==> src/core/cond_regs_pkg.sv <==
// Package of register offsets, fields, reset values and carrier types for the conditioner register bank
// Notes on behaviour
// - A 5-bit pointer, values 0 through 8, selects nine registers numbered 0 to 8.
// - Registers 0 and 8 are read-only; registers 1 to 7 are readable and writable.
// - Register 8 reports the present fault monitor comparator outputs.
// - In internal mode the result is a 12-bit magnitude plus sign, two's complement, right-justified and sign-extended.
// - One internal-mode count is one sixteenth of a degree, negatives as two's complement of the count.
// - In external mode the result is a 15-bit magnitude plus sign, two's complement, right-justified.
// - Internal temperature mode is selected when bit 9 of register 6 is one.
// - The external result is a signed fraction of full scale, 7FFF just below plus full scale, 8000 at minus full scale.
// - Register 6 holds converter speed, reference, mode, external amplifier setup and current source enable.
// - Register 7 holds the converter delay and the one-wire output enable timing.
// - Register 4 holds coarse offset, front-end gain, output gain and one-wire disable.
// - Register 5 holds over/under-scale limits, polarities, enable and fault comparator select.
// - Registers 1 and 2 hold fine offset and fine gain; register 3 holds reference, excitation and linearization.
package cond_regs_pkg;
    localparam int ADDR_W = 5;
    localparam int DATA_W = 16;
    localparam logic [4:0] ADDR_TEMP_RESULT = 5'h00;
    localparam logic [4:0] ADDR_FINE_OFFSET = 5'h01;
    localparam logic [4:0] ADDR_FINE_GAIN = 5'h02;
    localparam logic [4:0] ADDR_REF_LIN = 5'h03;
    localparam logic [4:0] ADDR_COARSE_GAIN = 5'h04;
    localparam logic [4:0] ADDR_SCALE_LIMIT = 5'h05;
    localparam logic [4:0] ADDR_TEMP_CTRL = 5'h06;
    localparam logic [4:0] ADDR_OE_COUNT = 5'h07;
    localparam logic [4:0] ADDR_ALARM = 5'h08;
    localparam int TEMP_MODE_BIT = 9;
    localparam int INT_MAG_W = 12;
    localparam int EXT_MAG_W = 15;
    // Power-on values of all nine registers, the read-only registers 0 and 8 included
    localparam logic [15:0] RST_TEMP_RESULT = 16'h0000;
    localparam logic [15:0] RST_FINE_OFFSET = 16'h4000;
    localparam logic [15:0] RST_FINE_GAIN = 16'h4000;
    localparam logic [15:0] RST_REF_LIN = 16'h0000;
    localparam logic [15:0] RST_COARSE_GAIN = 16'h0000;
    localparam logic [15:0] RST_SCALE_LIMIT = 16'h0000;
    localparam logic [15:0] RST_TEMP_CTRL = 16'h0000;
    localparam logic [15:0] RST_OE_COUNT = 16'h0000;
    localparam logic [15:0] RST_ALARM = 16'h0000;
    localparam int NUM_RW = 7;

    // Bus request carrier
    typedef struct packed {
        logic [4:0] addr;
        logic [15:0] wdata;
        logic wr;
        logic rd;
    } bus_req_type;

    // Converter sample carrier
    typedef struct packed {
        logic valid;
        logic internalMode;
        logic [15:0] raw;
    } conv_sample_type;
endpackage

==> src/core/setting_store.sv <==
// Small memory of the seven writable setting words with registered read data
`timescale 1ns/1ns
module setting_store
    import cond_regs_pkg::*;
#(
    parameter int WORDS = 7
)
(
    // Clock and reset
    input wire logic clk,
    input wire logic rst,
    // Write side
    input wire logic wrEn,
    input wire logic [2:0] wrIdx,
    input wire logic [15:0] wrData,
    // Read side
    input wire logic [2:0] rdIdx,
    output logic [15:0] rdData,
    // Whole contents for the analog controls
    output logic [WORDS*16-1:0] flat
);
    logic [15:0] mem [WORDS];
    logic [15:0] next_mem [WORDS];
    logic [15:0] next_rdData;

    // Reset image chosen per word so that each register powers up to its own value
    function automatic logic [15:0] reset_word(input int idx);
        unique case (idx)
            0: reset_word = RST_FINE_OFFSET;
            1: reset_word = RST_FINE_GAIN;
            2: reset_word = RST_REF_LIN;
            3: reset_word = RST_COARSE_GAIN;
            4: reset_word = RST_SCALE_LIMIT;
            5: reset_word = RST_TEMP_CTRL;
            default: reset_word = RST_OE_COUNT;
        endcase
    endfunction

    // Next contents and read word
    always_comb
    begin
        for (int i = 0; i < WORDS; i++)
        begin
            next_mem[i] = (wrEn && wrIdx == 3'(i)) ? wrData : mem[i];
        end
        next_rdData = (rdIdx < 3'(WORDS)) ? mem[rdIdx] : 16'h0000;
    end

    always_ff @(posedge clk)
    begin
        if (rst)
        begin
            for (int i = 0; i < WORDS; i++)
            begin
                mem[i] <= reset_word(i);
            end
            rdData <= 16'h0000;
        end
        else
        begin
            mem <= next_mem;
            rdData <= next_rdData;
        end
    end

    // Flattened view, word 0 in the low bits
    genvar g;
    generate
        for (g = 0; g < WORDS; g++)
        begin : gFlat
            assign flat[g*16 +: 16] = mem[g];
        end
    endgenerate
endmodule

==> src/core/sensor_conditioner_register_map.sv <==
// Register bank of the sensor conditioner: pointer decode, settings, temperature result and alarm status
`timescale 1ns/1ns
module sensor_conditioner_register_map
    import cond_regs_pkg::*;
(
    // Clock and reset
    input wire logic clk,
    input wire logic rst,
    // Register port
    input wire logic [4:0] addr,
    input wire logic [15:0] wrData,
    input wire logic wrStrobe,
    input wire logic rdStrobe,
    output logic [15:0] rdData,
    // Temperature converter result, same clock domain
    input wire logic convValid,
    input wire logic [15:0] convRaw,
    // Fault comparator outputs from the analog side
    input wire logic [15:0] faultComparators,
    // Settings to the analog blocks
    output logic [15:0] fineOffset,
    output logic [15:0] fineGain,
    output logic [15:0] refAndLin,
    output logic [15:0] coarseAndGain,
    output logic [15:0] scaleLimit,
    output logic [15:0] tempCtrl,
    output logic [15:0] oeCount,
    output logic internalTempMode
);
    logic [15:0] tempResult;
    logic [15:0] next_tempResult;
    logic [15:0] alarmSync1;
    logic [15:0] alarmSync2;
    logic [15:0] alarm;
    logic [15:0] next_alarm;
    logic [3:0] rwSel;
    logic storeWr;
    logic [2:0] storeWrIdx;
    logic [2:0] storeRdIdx;
    logic [NUM_RW*16-1:0] flat;
    logic [15:0] next_rdData;
    logic [15:0] next_fineOffset;
    logic [15:0] next_fineGain;
    logic [15:0] next_refAndLin;
    logic [15:0] next_coarseAndGain;
    logic [15:0] next_scaleLimit;
    logic [15:0] next_tempCtrl;
    logic [15:0] next_oeCount;
    logic next_internalTempMode;
    bus_req_type req;
    conv_sample_type sample;

    // Pointer to writable-word index; returns 1 in valid when the pointer names registers 1 to 7
    function automatic logic [3:0] rw_index(input logic [4:0] a);
        if (a >= ADDR_FINE_OFFSET && a <= ADDR_OE_COUNT)
            rw_index = {1'b1, 3'(a - ADDR_FINE_OFFSET)};
        else
            rw_index = 4'h0;
    endfunction

    // Sign-extend a result to the full word according to mode
    function automatic logic [15:0] format_result(input conv_sample_type s);
        if (s.internalMode)
            format_result = {{(16-INT_MAG_W-1){s.raw[INT_MAG_W]}}, s.raw[INT_MAG_W:0]};
        else
            format_result = {s.raw[EXT_MAG_W], s.raw[EXT_MAG_W-1:0]};
    endfunction

    assign req = '{addr: addr, wdata: wrData, wr: wrStrobe, rd: rdStrobe};
    assign sample = '{valid: convValid, internalMode: internalTempMode, raw: convRaw};

    // Pointer decode held in a net, since a call result cannot be bit-selected
    assign rwSel = rw_index(req.addr);
    // Only registers 1 to 7 accept writes; 0, 8 and unused pointers drop them
    assign storeWr = req.wr && rwSel[3];
    assign storeWrIdx = rwSel[2:0];
    assign storeRdIdx = rwSel[2:0];

    setting_store #(
        .WORDS(NUM_RW)
    ) uStore (
        .clk(clk),
        .rst(rst),
        .wrEn(storeWr),
        .wrIdx(storeWrIdx),
        .wrData(req.wdata),
        .rdIdx(storeRdIdx),
        .rdData(),
        .flat(flat)
    );

    // Comparator outputs come from analog logic, so they are synchronised first
    always_ff @(posedge clk)
    begin
        if (rst)
        begin
            alarmSync1 <= RST_ALARM;
            alarmSync2 <= RST_ALARM;
        end
        else
        begin
            alarmSync1 <= faultComparators;
            alarmSync2 <= alarmSync1;
        end
    end

    // Result and alarm values; the alarm is a live view, not a latched one
    always_comb
    begin
        next_tempResult = tempResult;
        if (sample.valid)
        begin
            // Internal: 12-bit plus sign at 1/16 degree per count, sign-extended
            // External: 15-bit plus sign fraction of full scale, 7FFF to 8000
            next_tempResult = format_result(sample);
        end
        next_alarm = alarmSync2;
    end

    always_ff @(posedge clk)
    begin
        if (rst)
        begin
            tempResult <= RST_TEMP_RESULT;
            alarm <= RST_ALARM;
        end
        else
        begin
            tempResult <= next_tempResult;
            alarm <= next_alarm;
        end
    end

    // Read word for the output flop; the store's own registered read would land a
    // cycle late for the one-cycle port, so settings come from its flat view
    always_comb
    begin
        next_rdData = 16'h0000;
        if (req.rd)
        begin
            if (req.addr == ADDR_TEMP_RESULT)
                next_rdData = tempResult;
            else if (req.addr == ADDR_ALARM)
                next_rdData = alarm;
            else if (rwSel[3])
                next_rdData = flat[16*storeRdIdx +: 16];
        end
    end

    always_ff @(posedge clk)
    begin
        if (rst)
            rdData <= 16'h0000;
        else
            rdData <= next_rdData;
    end

    // Settings to the analog side, registered so outputs come from flops
    always_comb
    begin
        next_fineOffset = flat[0*16 +: 16];
        next_fineGain = flat[1*16 +: 16];
        next_refAndLin = flat[2*16 +: 16];
        next_coarseAndGain = flat[3*16 +: 16];
        next_scaleLimit = flat[4*16 +: 16];
        next_tempCtrl = flat[5*16 +: 16];
        next_oeCount = flat[6*16 +: 16];
        next_internalTempMode = flat[5*16 + TEMP_MODE_BIT];
    end

    always_ff @(posedge clk)
    begin
        if (rst)
        begin
            fineOffset <= RST_FINE_OFFSET;
            fineGain <= RST_FINE_GAIN;
            refAndLin <= RST_REF_LIN;
            coarseAndGain <= RST_COARSE_GAIN;
            scaleLimit <= RST_SCALE_LIMIT;
            tempCtrl <= RST_TEMP_CTRL;
            oeCount <= RST_OE_COUNT;
            internalTempMode <= RST_TEMP_CTRL[TEMP_MODE_BIT];
        end
        else
        begin
            fineOffset <= next_fineOffset;
            fineGain <= next_fineGain;
            refAndLin <= next_refAndLin;
            coarseAndGain <= next_coarseAndGain;
            scaleLimit <= next_scaleLimit;
            tempCtrl <= next_tempCtrl;
            oeCount <= next_oeCount;
            internalTempMode <= next_internalTempMode;
        end
    end
endmodule

==> config.mk <==
export PLATFORM = sky130hd
export DESIGN_NAME = sensor_conditioner_register_map
export DESIGN_NICKNAME = d
export VERILOG_FILES = /design/src/core/cond_regs_pkg.sv /design/src/core/setting_store.sv /design/src/core/sensor_conditioner_register_map.sv
export SDC_FILE = /design/constraint.sdc
export NUM_CORES = 1
export LEC_CHECK = 0
export BUFFER_PORTS_ARGS = -buffer_cell sky130_fd_sc_hd__buf_2
export CAP_MARGIN = 20
export CORE_ASPECT_RATIO = 0.8
export CORE_MARGIN = 4
export CORE_UTILIZATION = 29
export DETAILED_ROUTE_END_ITERATION = 10
export SETUP_SLACK_MARGIN = 0.3
export SLEW_MARGIN = 5
export SYNTH_ARGS = -nofsm -noshare
export SYNTH_HDL_FRONTEND = slang
export SYNTH_SLANG_ARGS = --single-unit
==> constraint.sdc <==
create_clock -name clk -period 5.8 [get_ports clk]
set_input_delay 0.87 -clock clk [delete_from_list [all_inputs] [get_ports clk]]
set_output_delay 0.87 -clock clk [all_outputs]
set_load 0.01 [all_outputs]
==> reports/results.ini, run 1 <==
[timing]
finalSetupViolations=0
maxSlewHeadroom_pct=27.5
setup_ws_ns=2.76
fin_tns_setup_ns=0
min_period_ns=3.04
fmax_ghz=0.329
final-hold-violation-count=0
fin_crit_sh_pct=52.5
maxSlewViolCount=0
rsz0062_at_grt=no
hold_ws_ns=0.440
tightestPinTransition_ns=1.09
finClkSkew_ns=0.0249

[clocking]
cts_setup_buffers=0
cts-htree-levels=1
cts-resized-gates=0
clk_pin_slew_ns=0.06
clk_latency_ns=0.58
tritoncts=done
cts_buffers=31
clock_path_buffers=3
clock-sinks=304
ctsHoldBuffers=0
root_buffer=clkbuf_16

[floorplan]
dieWidth_um=224
fp.dieH_um=181
core_sq_um=37000
top_level_ports=187
initial_core_util_pct=29.3
die_area_sq_um=40500
rows=63

[route]
drtAntennaViolNets=0
vias=8715
routedWlPerCell_um=20.4
first_iter_violations=715
route.detailed.drc=0
vias_per_cell=4.99
routed_wl_um=35600
firstDrtPassIters=5

[layout]
final_cell_area_sq_um=13100
final_common_cell=dfxtp_1
fillers=3774
final_core_util_pct=35.4
drive_above_1_share_pct=22.8
layout_common_cells=dfxtp_1, buf_2, nor2b_1
nNetsFinal=1294
syn_to_final_growth_pct=20.8
fin_cells=1748
largest_register_ffs=112

[job]
maxCapViolations=0

[grt]
antenna_found_initial=8
grt_pass1_wl_um=52700
grt_pass1_vias=8225
grt_max_degree=103
grt.total_usage_pct=16.7
grt_overflow=0

[critical_path]
crit_fanout=31
arrival_ns=3.47
cp.required_ns=6.22
critPathKind=input pin to flip-flop
r2r_cells=3
startpoint_type=input pin
endpoint_kind=flip-flop

[synth]
yosysTopAreaCell=dfxtp_1
synth_area_per_cell_sq_um=9.88
synth.distinct_cells=47
synth_seq_cells=304
async_reset_ff_share_pct=0
synthCells=1097
synth-main-ff-cell=dfxtp_1
syn_area_sq_um=10800
synth_seq_area_share_pct=56.2
netlist.area_leader.share_pct=56.2
synth_edf_count=0
synthTopCellsByArea=dfxtp_1, nor2b_1, o21ai_0
syn_nets=1158
ys_warn_count=0

[power_and_ir_drop]
power_density_nw_per_um2=336
p_leak_nw=5.18
peakVddDrop_mv=0.186
power.total_mw=4.39

[place]
port_buffers=186
gp_congestion=0.880
place_area_sq_um=12100
pre_cts_slack_ns=2.23
dp_hpwl_um=25100
dp.cells=1685

[min_path]
worstHoldPathCells=1
min_path_type=flip-flop to flip-flop

[run_status]
status=finished clean

==> final cells by class <==
cell class              count  area, sq um  area share [%]
repair buffers            205         1080            8.29
well taps                 487          609            4.65
multi-input cells         685         4270            32.6
flip-flops and latches    304         6090            46.5
inverters                   6         22.5           0.172
clock inverters            16          146            1.12
clock buffers              42          867            6.62
diodes                      3         7.51          0.0573
==> layer usage <==
layer | vias up | GRT usage (%) | wire length, um
li1 | 4138 | - | -
met1 | 4142 | 23.0 | 15800
met2 | 364 | 26.1 | 16100
met3 | 65 | 4.16 | 2730
met4 | 6 | 4.51 | 956
met5 | - | 0 | 47
==> logic make-up (layout without fill, tap and decap cells) <==
logic type,Yosys count,count (layout),share of synthesized area (%)
XOR/XNOR,2,2,0.162
AND/OR/NAND/NOR,315,315,16.5
flip-flops,304,304,56.2
buffers and inverters,108,269,4.48
adder cells (fa/ha/maj),3,3,0.346
AO/OA/AOI/OAI,321,321,17.6
other,0,3,0
multiplexers,44,44,4.71
==> critical path: stages <==
cell	delay, ns
buf_2	0.13
inv_1	0.07
ha_1	0.30
buf_4	0.25
inv_1	0.37
nand3_1	0.67
buf_4	0.50
o21ai_0	0.20
o31ai_1	0.09
==> cell usage after synthesis, types with 3 or more instances <==
master       n
o211ai_1     5
o22a_1       4
mux2i_1     24
o31ai_1     30
o221a_2      4
nand3_1     72
o21ai_0    148
a211oi_1     3
o21ai_1      7
ha_1         3
clkbuf_1    68
dfxtp_1    304
o221a_1     12
buf_6        4
mux4_2       4
nand4_1      4
a31oi_1     12
inv_1        5
o2111ai_1    4
buf_1        4
nand2_1     29
nor2b_1    160
a21oi_1     72
nor3b_1      9
a22oi_1      8
o221ai_1     7
mux2_2      16
buf_2       18
and2_1       3
nor2_1      23
a2bb2oi_1    4
and3_1       3
buf_4        7
==> report_power, final <==
| part | internal, mW | switching, mW |
|---|---|---|
| Sequential | 2.12 | 0.0169 |
| Clock | 1.14 | 0.851 |
| Combinational | 0.0801 | 0.189 |
| Total | 3.34 | 1.06 |
==> worst paths after layout <==
path | startpoint | to | slack (ns)
worst min register to register | alarmSync2[12]$_SDFF_PP0_ | alarm[12]$_SDFF_PP0_ | 0.44
worst max register to register | alarm[10]$_SDFF_PP0_ | rdData[10]$_SDFF_PP0_ | 4.36
worst max-delay path | addr[0] | uStore.flat[37]$_SDFFE_PP0P_ | 2.76
worst min-delay path | alarmSync2[12]$_SDFF_PP0_ | alarm[12]$_SDFF_PP0_ | 0.44
(Power assumes the default switching activity.)
==> inputs of run 2 (changes only) <==
- ABC_AREA: unset -> 1
- clock period: 5.8 -> 2.9 ns (I/O delays scaled with it)
==> run 2 against run 1 <==
Critical path depth is 3 higher. Clock power is 120% higher. Register-to-register slack worse by 2.7 ns. Worst hold slack worse by 0.39 ns. First-iteration DRC count is 25% higher. Flip-flop and latch count stayed put. Largest cell class unchanged.
==> reports/results.ini, run 2 <==
[critical_path]
critPathSlowestCell=inv_2
critPathKind=input pin to flip-flop
worstPathCellList=buf_2 -> inv_1 -> ha_1 -> nand2_1 -> nand3_2 -> nand2_2 -> nor2_4 -> inv_2 -> nor3_2 -> inv_2 -> o21ai_0 -> a21oi_1
cpPeakStageDelay_ns=0.39  ; -0.28 ns
cp.required_ns=3.41  ; -2.81 ns
crit_fanout=32  ; +3.2%
cpMostUsedCell=inv_2
endpoint_kind=flip-flop
arrival_ns=2.33  ; -1.14 ns
startpoint_type=input pin

[route]
first_iter_violations=894  ; +25%
vias=9405  ; +7.9%
vias_per_cell=4.67  ; -6.4%
routedWlPerCell_um=17.5  ; -14%
routed_wl_um=35200  ; -1.2%
route.detailed.drc=0  ; unchanged
drtAntennaViolNets=0  ; unchanged
firstDrtPassIters=5  ; unchanged

[floorplan]
rows=62  ; -1.6%
fp.dieH_um=180  ; -0.30%
top_level_ports=187  ; unchanged
initial_core_util_pct=29.7  ; +0.35 points
core_sq_um=36300  ; -1.8%
die_area_sq_um=40300  ; -0.61%
dieWidth_um=223  ; -0.31%

[synth]
synthMuxAreaShare_pct=0  ; -4.7 points
synth_area_per_cell_sq_um=7.91  ; -20%
yosysMostFrequentCell=dfxtp_1
async_reset_ff_share_pct=0  ; unchanged
synthAdderAreaFrac_pct=0.349  ; +0.0022 points
syn_area_sq_um=10800  ; -0.63%
synth.distinct_cells=26  ; -45%
synthCells=1361  ; +24%
synthSimpleGateAreaFrac_pct=19.3  ; +2.7 points
ys_warn_count=0  ; unchanged
yosysTopAreaCell=dfxtp_1
synth_seq_cells=304  ; unchanged
synth_common_cells=dfxtp_1, nand2_1, nor2_1, inv_1, a21oi_1
synthTopCellsByArea=dfxtp_1, nand2_1, a21oi_1
synth-main-ff-cell=dfxtp_1
syn_nets=1422  ; +23%
synth_xor_area_share_pct=0  ; -0.16 points
netlist.area_leader.share_pct=56.5  ; +0.36 points
synth_top_family_by_area=simple AND/OR/NAND/NOR gates
synth_edf_count=0  ; unchanged
synth_compound_area_share_pct=13.9  ; -3.8 points
synth_seq_area_share_pct=56.5  ; +0.36 points

[power_and_ir_drop]
power_density_nw_per_um2=705  ; +110%
power.total_mw=9.35  ; +110%
peakVddDrop_mv=0.565  ; +200%
p_leak_nw=5.94  ; +15%

[clocking]
clock-sinks=304  ; unchanged
clk_pin_slew_ns=0.06  ; about the same
clk_latency_ns=0.58  ; about the same
cts-resized-gates=0  ; unchanged
clock_path_buffers=3  ; unchanged
ctsHoldBuffers=0  ; unchanged
cts_setup_buffers=0  ; unchanged
cts-htree-levels=1  ; unchanged
cts_buffers=30  ; -3.2%
tritoncts=done
root_buffer=clkbuf_16

[place]
port_buffers=186  ; unchanged
place_area_sq_um=12100  ; +0.30%
dp.cells=1959  ; +16%
gp_congestion=0.920  ; +4.5%
dp_hpwl_um=26000  ; +3.4%
pre_cts_slack_ns=0.499  ; -1.74 ns

[grt]
antenna_found_initial=3  ; -5
met2_usage_pct=24.6  ; -1.5 points
grt_overflow=0  ; unchanged
grt_busiest_layer=met2
grt.total_usage_pct=16.7  ; +0.032 points
grt_pass1_vias=8872  ; +7.9%
grt_pass1_wl_um=53000  ; +0.63%
grt_max_degree=118  ; +15%
grt_util_met3_pct=4.17  ; +0.011 points
use_met1_pct=24.5  ; +1.5 points

[layout]
largest_register_ffs=112  ; unchanged
final_cell_area_sq_um=13300  ; +1.2%
fillers=3856  ; +2.2%
syn_to_final_growth_pct=23.0
fin_cells=2016  ; +15%
layout_common_cells=dfxtp_1, nand2_1, nor2_1
nNetsFinal=1572  ; +21%
drive_above_1_share_pct=18.3  ; -4.5 points
final_common_cell=dfxtp_1
final_core_util_pct=36.5  ; +1.1 points

[timing]
fin_tns_setup_ns=0  ; unchanged
maxSlewViolCount=0  ; unchanged
fmax_ghz=0.548
maxSlewHeadroom_pct=40.1  ; +13 points
final-hold-violation-count=0  ; unchanged
tightestPinTransition_ns=0.895  ; -0.192 ns
fin_crit_sh_pct=62.9
finClkSkew_ns=0.0217  ; -0.00318 ns
setup_ws_ns=1.08  ; -1.68 ns
hold_ws_ns=0.0538  ; -0.386 ns
rsz0062_at_grt=no
finalSetupViolations=0  ; unchanged
min_period_ns=1.82

[run_status]
status=finished clean

[job]
maxCapViolations=0  ; unchanged

[min_path]
min_path_type=input pin to flip-flop

[run 2: changes by cell type after synthesis, sizes merged, moves of 16 or more]
| cell | before | now |
|---|---|---|
| nand2 | 30 | 208 |
| inv | 5 | 181 |
| nor2 | 23 | 195 |
| nor2b | 160 | 0 |
| a21oi | 72 | 148 |
| nand4 | 4 | 48 |
| nand3 | 72 | 35 |
| o31ai | 30 | 0 |
| mux2i | 24 | 0 |
| clkbuf | 69 | 52 |
| mux2 | 16 | 0 |
| o221a | 16 | 0 |
[run 2: worst max-delay path: cells and delay by family]
family | cells | cell delay, ns
adders and majority gates | 1 | 0.20
AOI/OAI and AO/OA | 2 | 0.29
buffers and inverters | 4 | 0.83
and+or+nand+nor | 5 | 0.58
[run 2: cells by family (layout without fill, tap and decap cells)]
kind of cell               after synthesis  in the layout
adders and majority gates                3              3
and+or+nand+nor                        489            489
AOI/OAI and AO/OA                      295            295
buffers and inverters                  270            444
other                                    0              1
DFF                                    304            304
[run 2: worst paths after layout]
kind | startpoint | end | cells after the start | slack, ns
min reg2reg | alarmSync1[1]$_SDFF_PP0_ | alarmSync2[1]$_SDFF_PP0_ | 2 | 0.40
max reg2reg | uStore.flat[109]$_SDFFE_PP0P_ | rdData[13]$_SDFF_PP0_ | 6 | 1.70
min | faultComparators[8] | alarmSync1[8]$_SDFF_PP0_ | 3 | 0.05
max | addr[1] | uStore.flat[48]$_SDFFE_PP0P_ | 12 | 1.08
[run 2: layer usage]
layer  part of all wire, %  vias up
li1                      -     4623
met1                    47     4380
met2                    43      341
met3                   8.4       57
met4                   2.5        4
met5                 0.077        -
[run 2: power breakdown]
part	leakage (nW)	internal (mW)	total [mW]	switching [mW]
Combinational	2.91	0.175	0.601	0.427
Sequential	2.46	4.26	4.29	0.0281
Clock	0.566	2.78	4.46	1.68
[run 2: final cells by class]
| class | instances | area (sq um) | area share, % |
|---|---|---|---|
| repair buffers | 207 | 1120 | 8.42 |
| multi-input cells | 787 | 3610 | 27.2 |
| well taps | 480 | 601 | 4.53 |
| inverters | 181 | 679 | 5.13 |
| clock buffers | 40 | 848 | 6.40 |
| diodes | 1 | 2.50 | 0.0189 |
| flip-flops and latches | 304 | 6090 | 45.9 |
| clock inverters | 16 | 312 | 2.35 |
==> inputs of run 3 (changes only) <==
- clock period: 2.9 -> 1.85 ns (I/O delays scaled with it)
==> run 3 against run 2 <==
Worst setup slack worse by 0.71 ns. Global-route usage grew 0.54 points. Flip-flop and latch count unchanged. Wire length up 3.6%. Critical path type unchanged. Largest power group is now registers. Highest routed layer is now met4.
==> reports/results.ini, run 3 (synthesized netlist as in run 2, its figures left out) <==
[run_status]
status=finished clean

[layout]
final_common_cell=dfxtp_1
drive_above_1_share_pct=21.4  ; +3.1 points
syn_to_final_growth_pct=31.1
nNetsFinal=1641  ; +4.4%
diodes=0  ; -1
seq_area_sq_um=6090  ; unchanged
layout_common_cells=dfxtp_1, nand2_1, nor2_1
fillers=3726  ; -3.4%
fin_cells=2081  ; +3.2%
multi_input_comb_area_sq_um=3740  ; +3.7%
largest_register_ffs=112  ; unchanged

[timing]
rsz0062_at_grt=no
finClkSkew_ns=0.00980  ; -0.0119 ns
fmax_ghz=0.672
fin_crit_sh_pct=80.5
min_period_ns=1.49
maxSlewHeadroom_pct=71.9  ; +32 points
finalSetupViolations=0  ; unchanged
hold_ws_ns=0.113  ; +0.0597 ns
final-hold-violation-count=0  ; unchanged
tightestPinTransition_ns=0.421  ; -0.474 ns
maxSlewViolCount=0  ; unchanged
fin_tns_setup_ns=0  ; unchanged

[clocking]
clock-sinks=304  ; unchanged
clk_pin_slew_ns=0.06  ; about the same
root_buffer=clkbuf_16
clock_path_buffers=3  ; unchanged
cts_buffers=31  ; +3.3%
cts-htree-levels=1  ; unchanged
clk_latency_ns=0.57  ; about the same
tritoncts=done

[critical_path]
startpoint_type=input pin
endpoint_kind=flip-flop
worstPathCellList=buf_4 -> ha_2 -> inv_1 -> nand2_2 -> nor2_4 -> nor2_8 -> nand3_4 -> buf_12 -> buf_4 -> nand2_1 -> nand2_1 -> nand2_1 -> nand2_1 -> nand2_1 -> nand3_1 -> a21oi_2
arrival_ns=1.98  ; -0.35 ns
critPathKind=input pin to flip-flop
crit_fanout=13  ; -59%
critPathSlowestCell=buf_4
cpMostUsedCell=nand2_1
cp.required_ns=2.34  ; -1.07 ns
cpPeakStageDelay_ns=0.17  ; -0.22 ns
r2r_slack_ns=0.60  ; -1.10 ns
crit_buf_inv=4  ; unchanged
cpLargestDelayFamily=simple AND/OR/NAND/NOR gates

[route]
routedWlPerCell_um=17.5  ; +0.41%
vias=9552  ; +1.6%
route.detailed.drc=0  ; unchanged
firstDrtPassIters=5  ; unchanged
vias_per_cell=4.59  ; -1.6%
first_iter_violations=865  ; -3.2%
routed_wl_um=36500  ; +3.6%
drtAntennaViolNets=0  ; unchanged

[grt]
grt_overflow=0  ; unchanged
grt.total_usage_pct=17.2  ; +0.54 points
antenna_found_initial=0  ; -3
grt_pass1_vias=8939  ; +0.76%
grt_pass1_wl_um=54500  ; +2.7%
grt_max_degree=88  ; -25%

[place]
dp.cells=1991  ; +1.6%
gp_congestion=0.890  ; -3.2%
port_buffers=186  ; unchanged
dp_hpwl_um=26000  ; about the same

[power_and_ir_drop]
power.total_mw=14.4  ; +54%
p_leak_nw=6.29  ; +6.0%
peakVddDrop_mv=0.557  ; -1.4%
power_density_nw_per_um2=1020  ; +44%

[floorplan]
die_area_sq_um=40300  ; unchanged
core_sq_um=36300  ; unchanged
fp.dieH_um=180  ; unchanged
initial_core_util_pct=29.7  ; unchanged
rows=62  ; unchanged
dieWidth_um=223  ; unchanged
top_level_ports=187  ; unchanged

[job]
maxCapViolations=0  ; unchanged

[min_path]
min_path_type=input pin to flip-flop

==> run 3: final timing paths <==
check                               startpoint                          end  cells past startpoint
hold reg to reg       alarmSync2[9]$_SDFF_PP0_          alarm[9]$_SDFF_PP0_                      2
setup / recovery                       addr[0]         rdData[5]$_SDFF_PP0_                     16
hold / removal                       convValid  tempResult[12]$_SDFFE_PP0P_                      3
setup reg to reg  uStore.flat[58]$_SDFFE_PP0P_        rdData[10]$_SDFF_PP0_                      8
==> run 3: worst reg2reg max path, stage by stage, from the launching register on <==
cell     delay (ns)
dfxtp_1        0.30
inv_1          0.15
nand4_1        0.11
nand2_1        0.12
nand2_1        0.08
nand2_1        0.10
nand2_1        0.06
nand3_1        0.14
a21oi_2        0.08
==> run 3: repair_timing <==
action,4_1_cts,5_1_grt
endpoints found under the setup margin,4,81
hold buffers,32,0
buffers inserted,1,2
resized for setup,3,17
hold endpoints to repair,32,0
gates cloned,0,1
pin swaps,0,6
==> run 3: metrics by stage <==
stage / cell area, sq um / utilization, % / setup WS [ns]
CTS: 14000 / 38.6 / 0.307
global route: 14100 / 38.9 / 0.276
finish: 14100 / 38.9 / 0.361
floorplan: 11000 / - / 0.0468
detailed placement: 12600 / 34.7 / -0.374
global placement: 12600 / 34.7 / -0.352
==> run 3: power by group <==
part | leakage, nW | switching (mW) | internal, mW
sequential | 2.46 | 0.0399 | 6.68
combinational | 3.30 | 0.730 | 0.404
clock | 0.529 | 2.56 | 3.97
==> run 3: area by class of cell <==
class	instances	area share [%]
clock buffer	44	6.48
clock inverter	10	1.13
inverter	181	4.96
multi-input combinational	787	26.5
sequential	304	43.1
tap	480	4.25
timing repair buffer	275	13.5
==> run 3: metal layers <==
layer / part of all wire, % / up-vias / track usage, %
met2: 43 / 324 / 26.0
met3: 6.8 / 50 / 2.98
met4: 2.0 / 0 / 3.60
met1: 48 / 4410 / 25.9
li1: - / 4768 / -
met5: 0 / - / 0
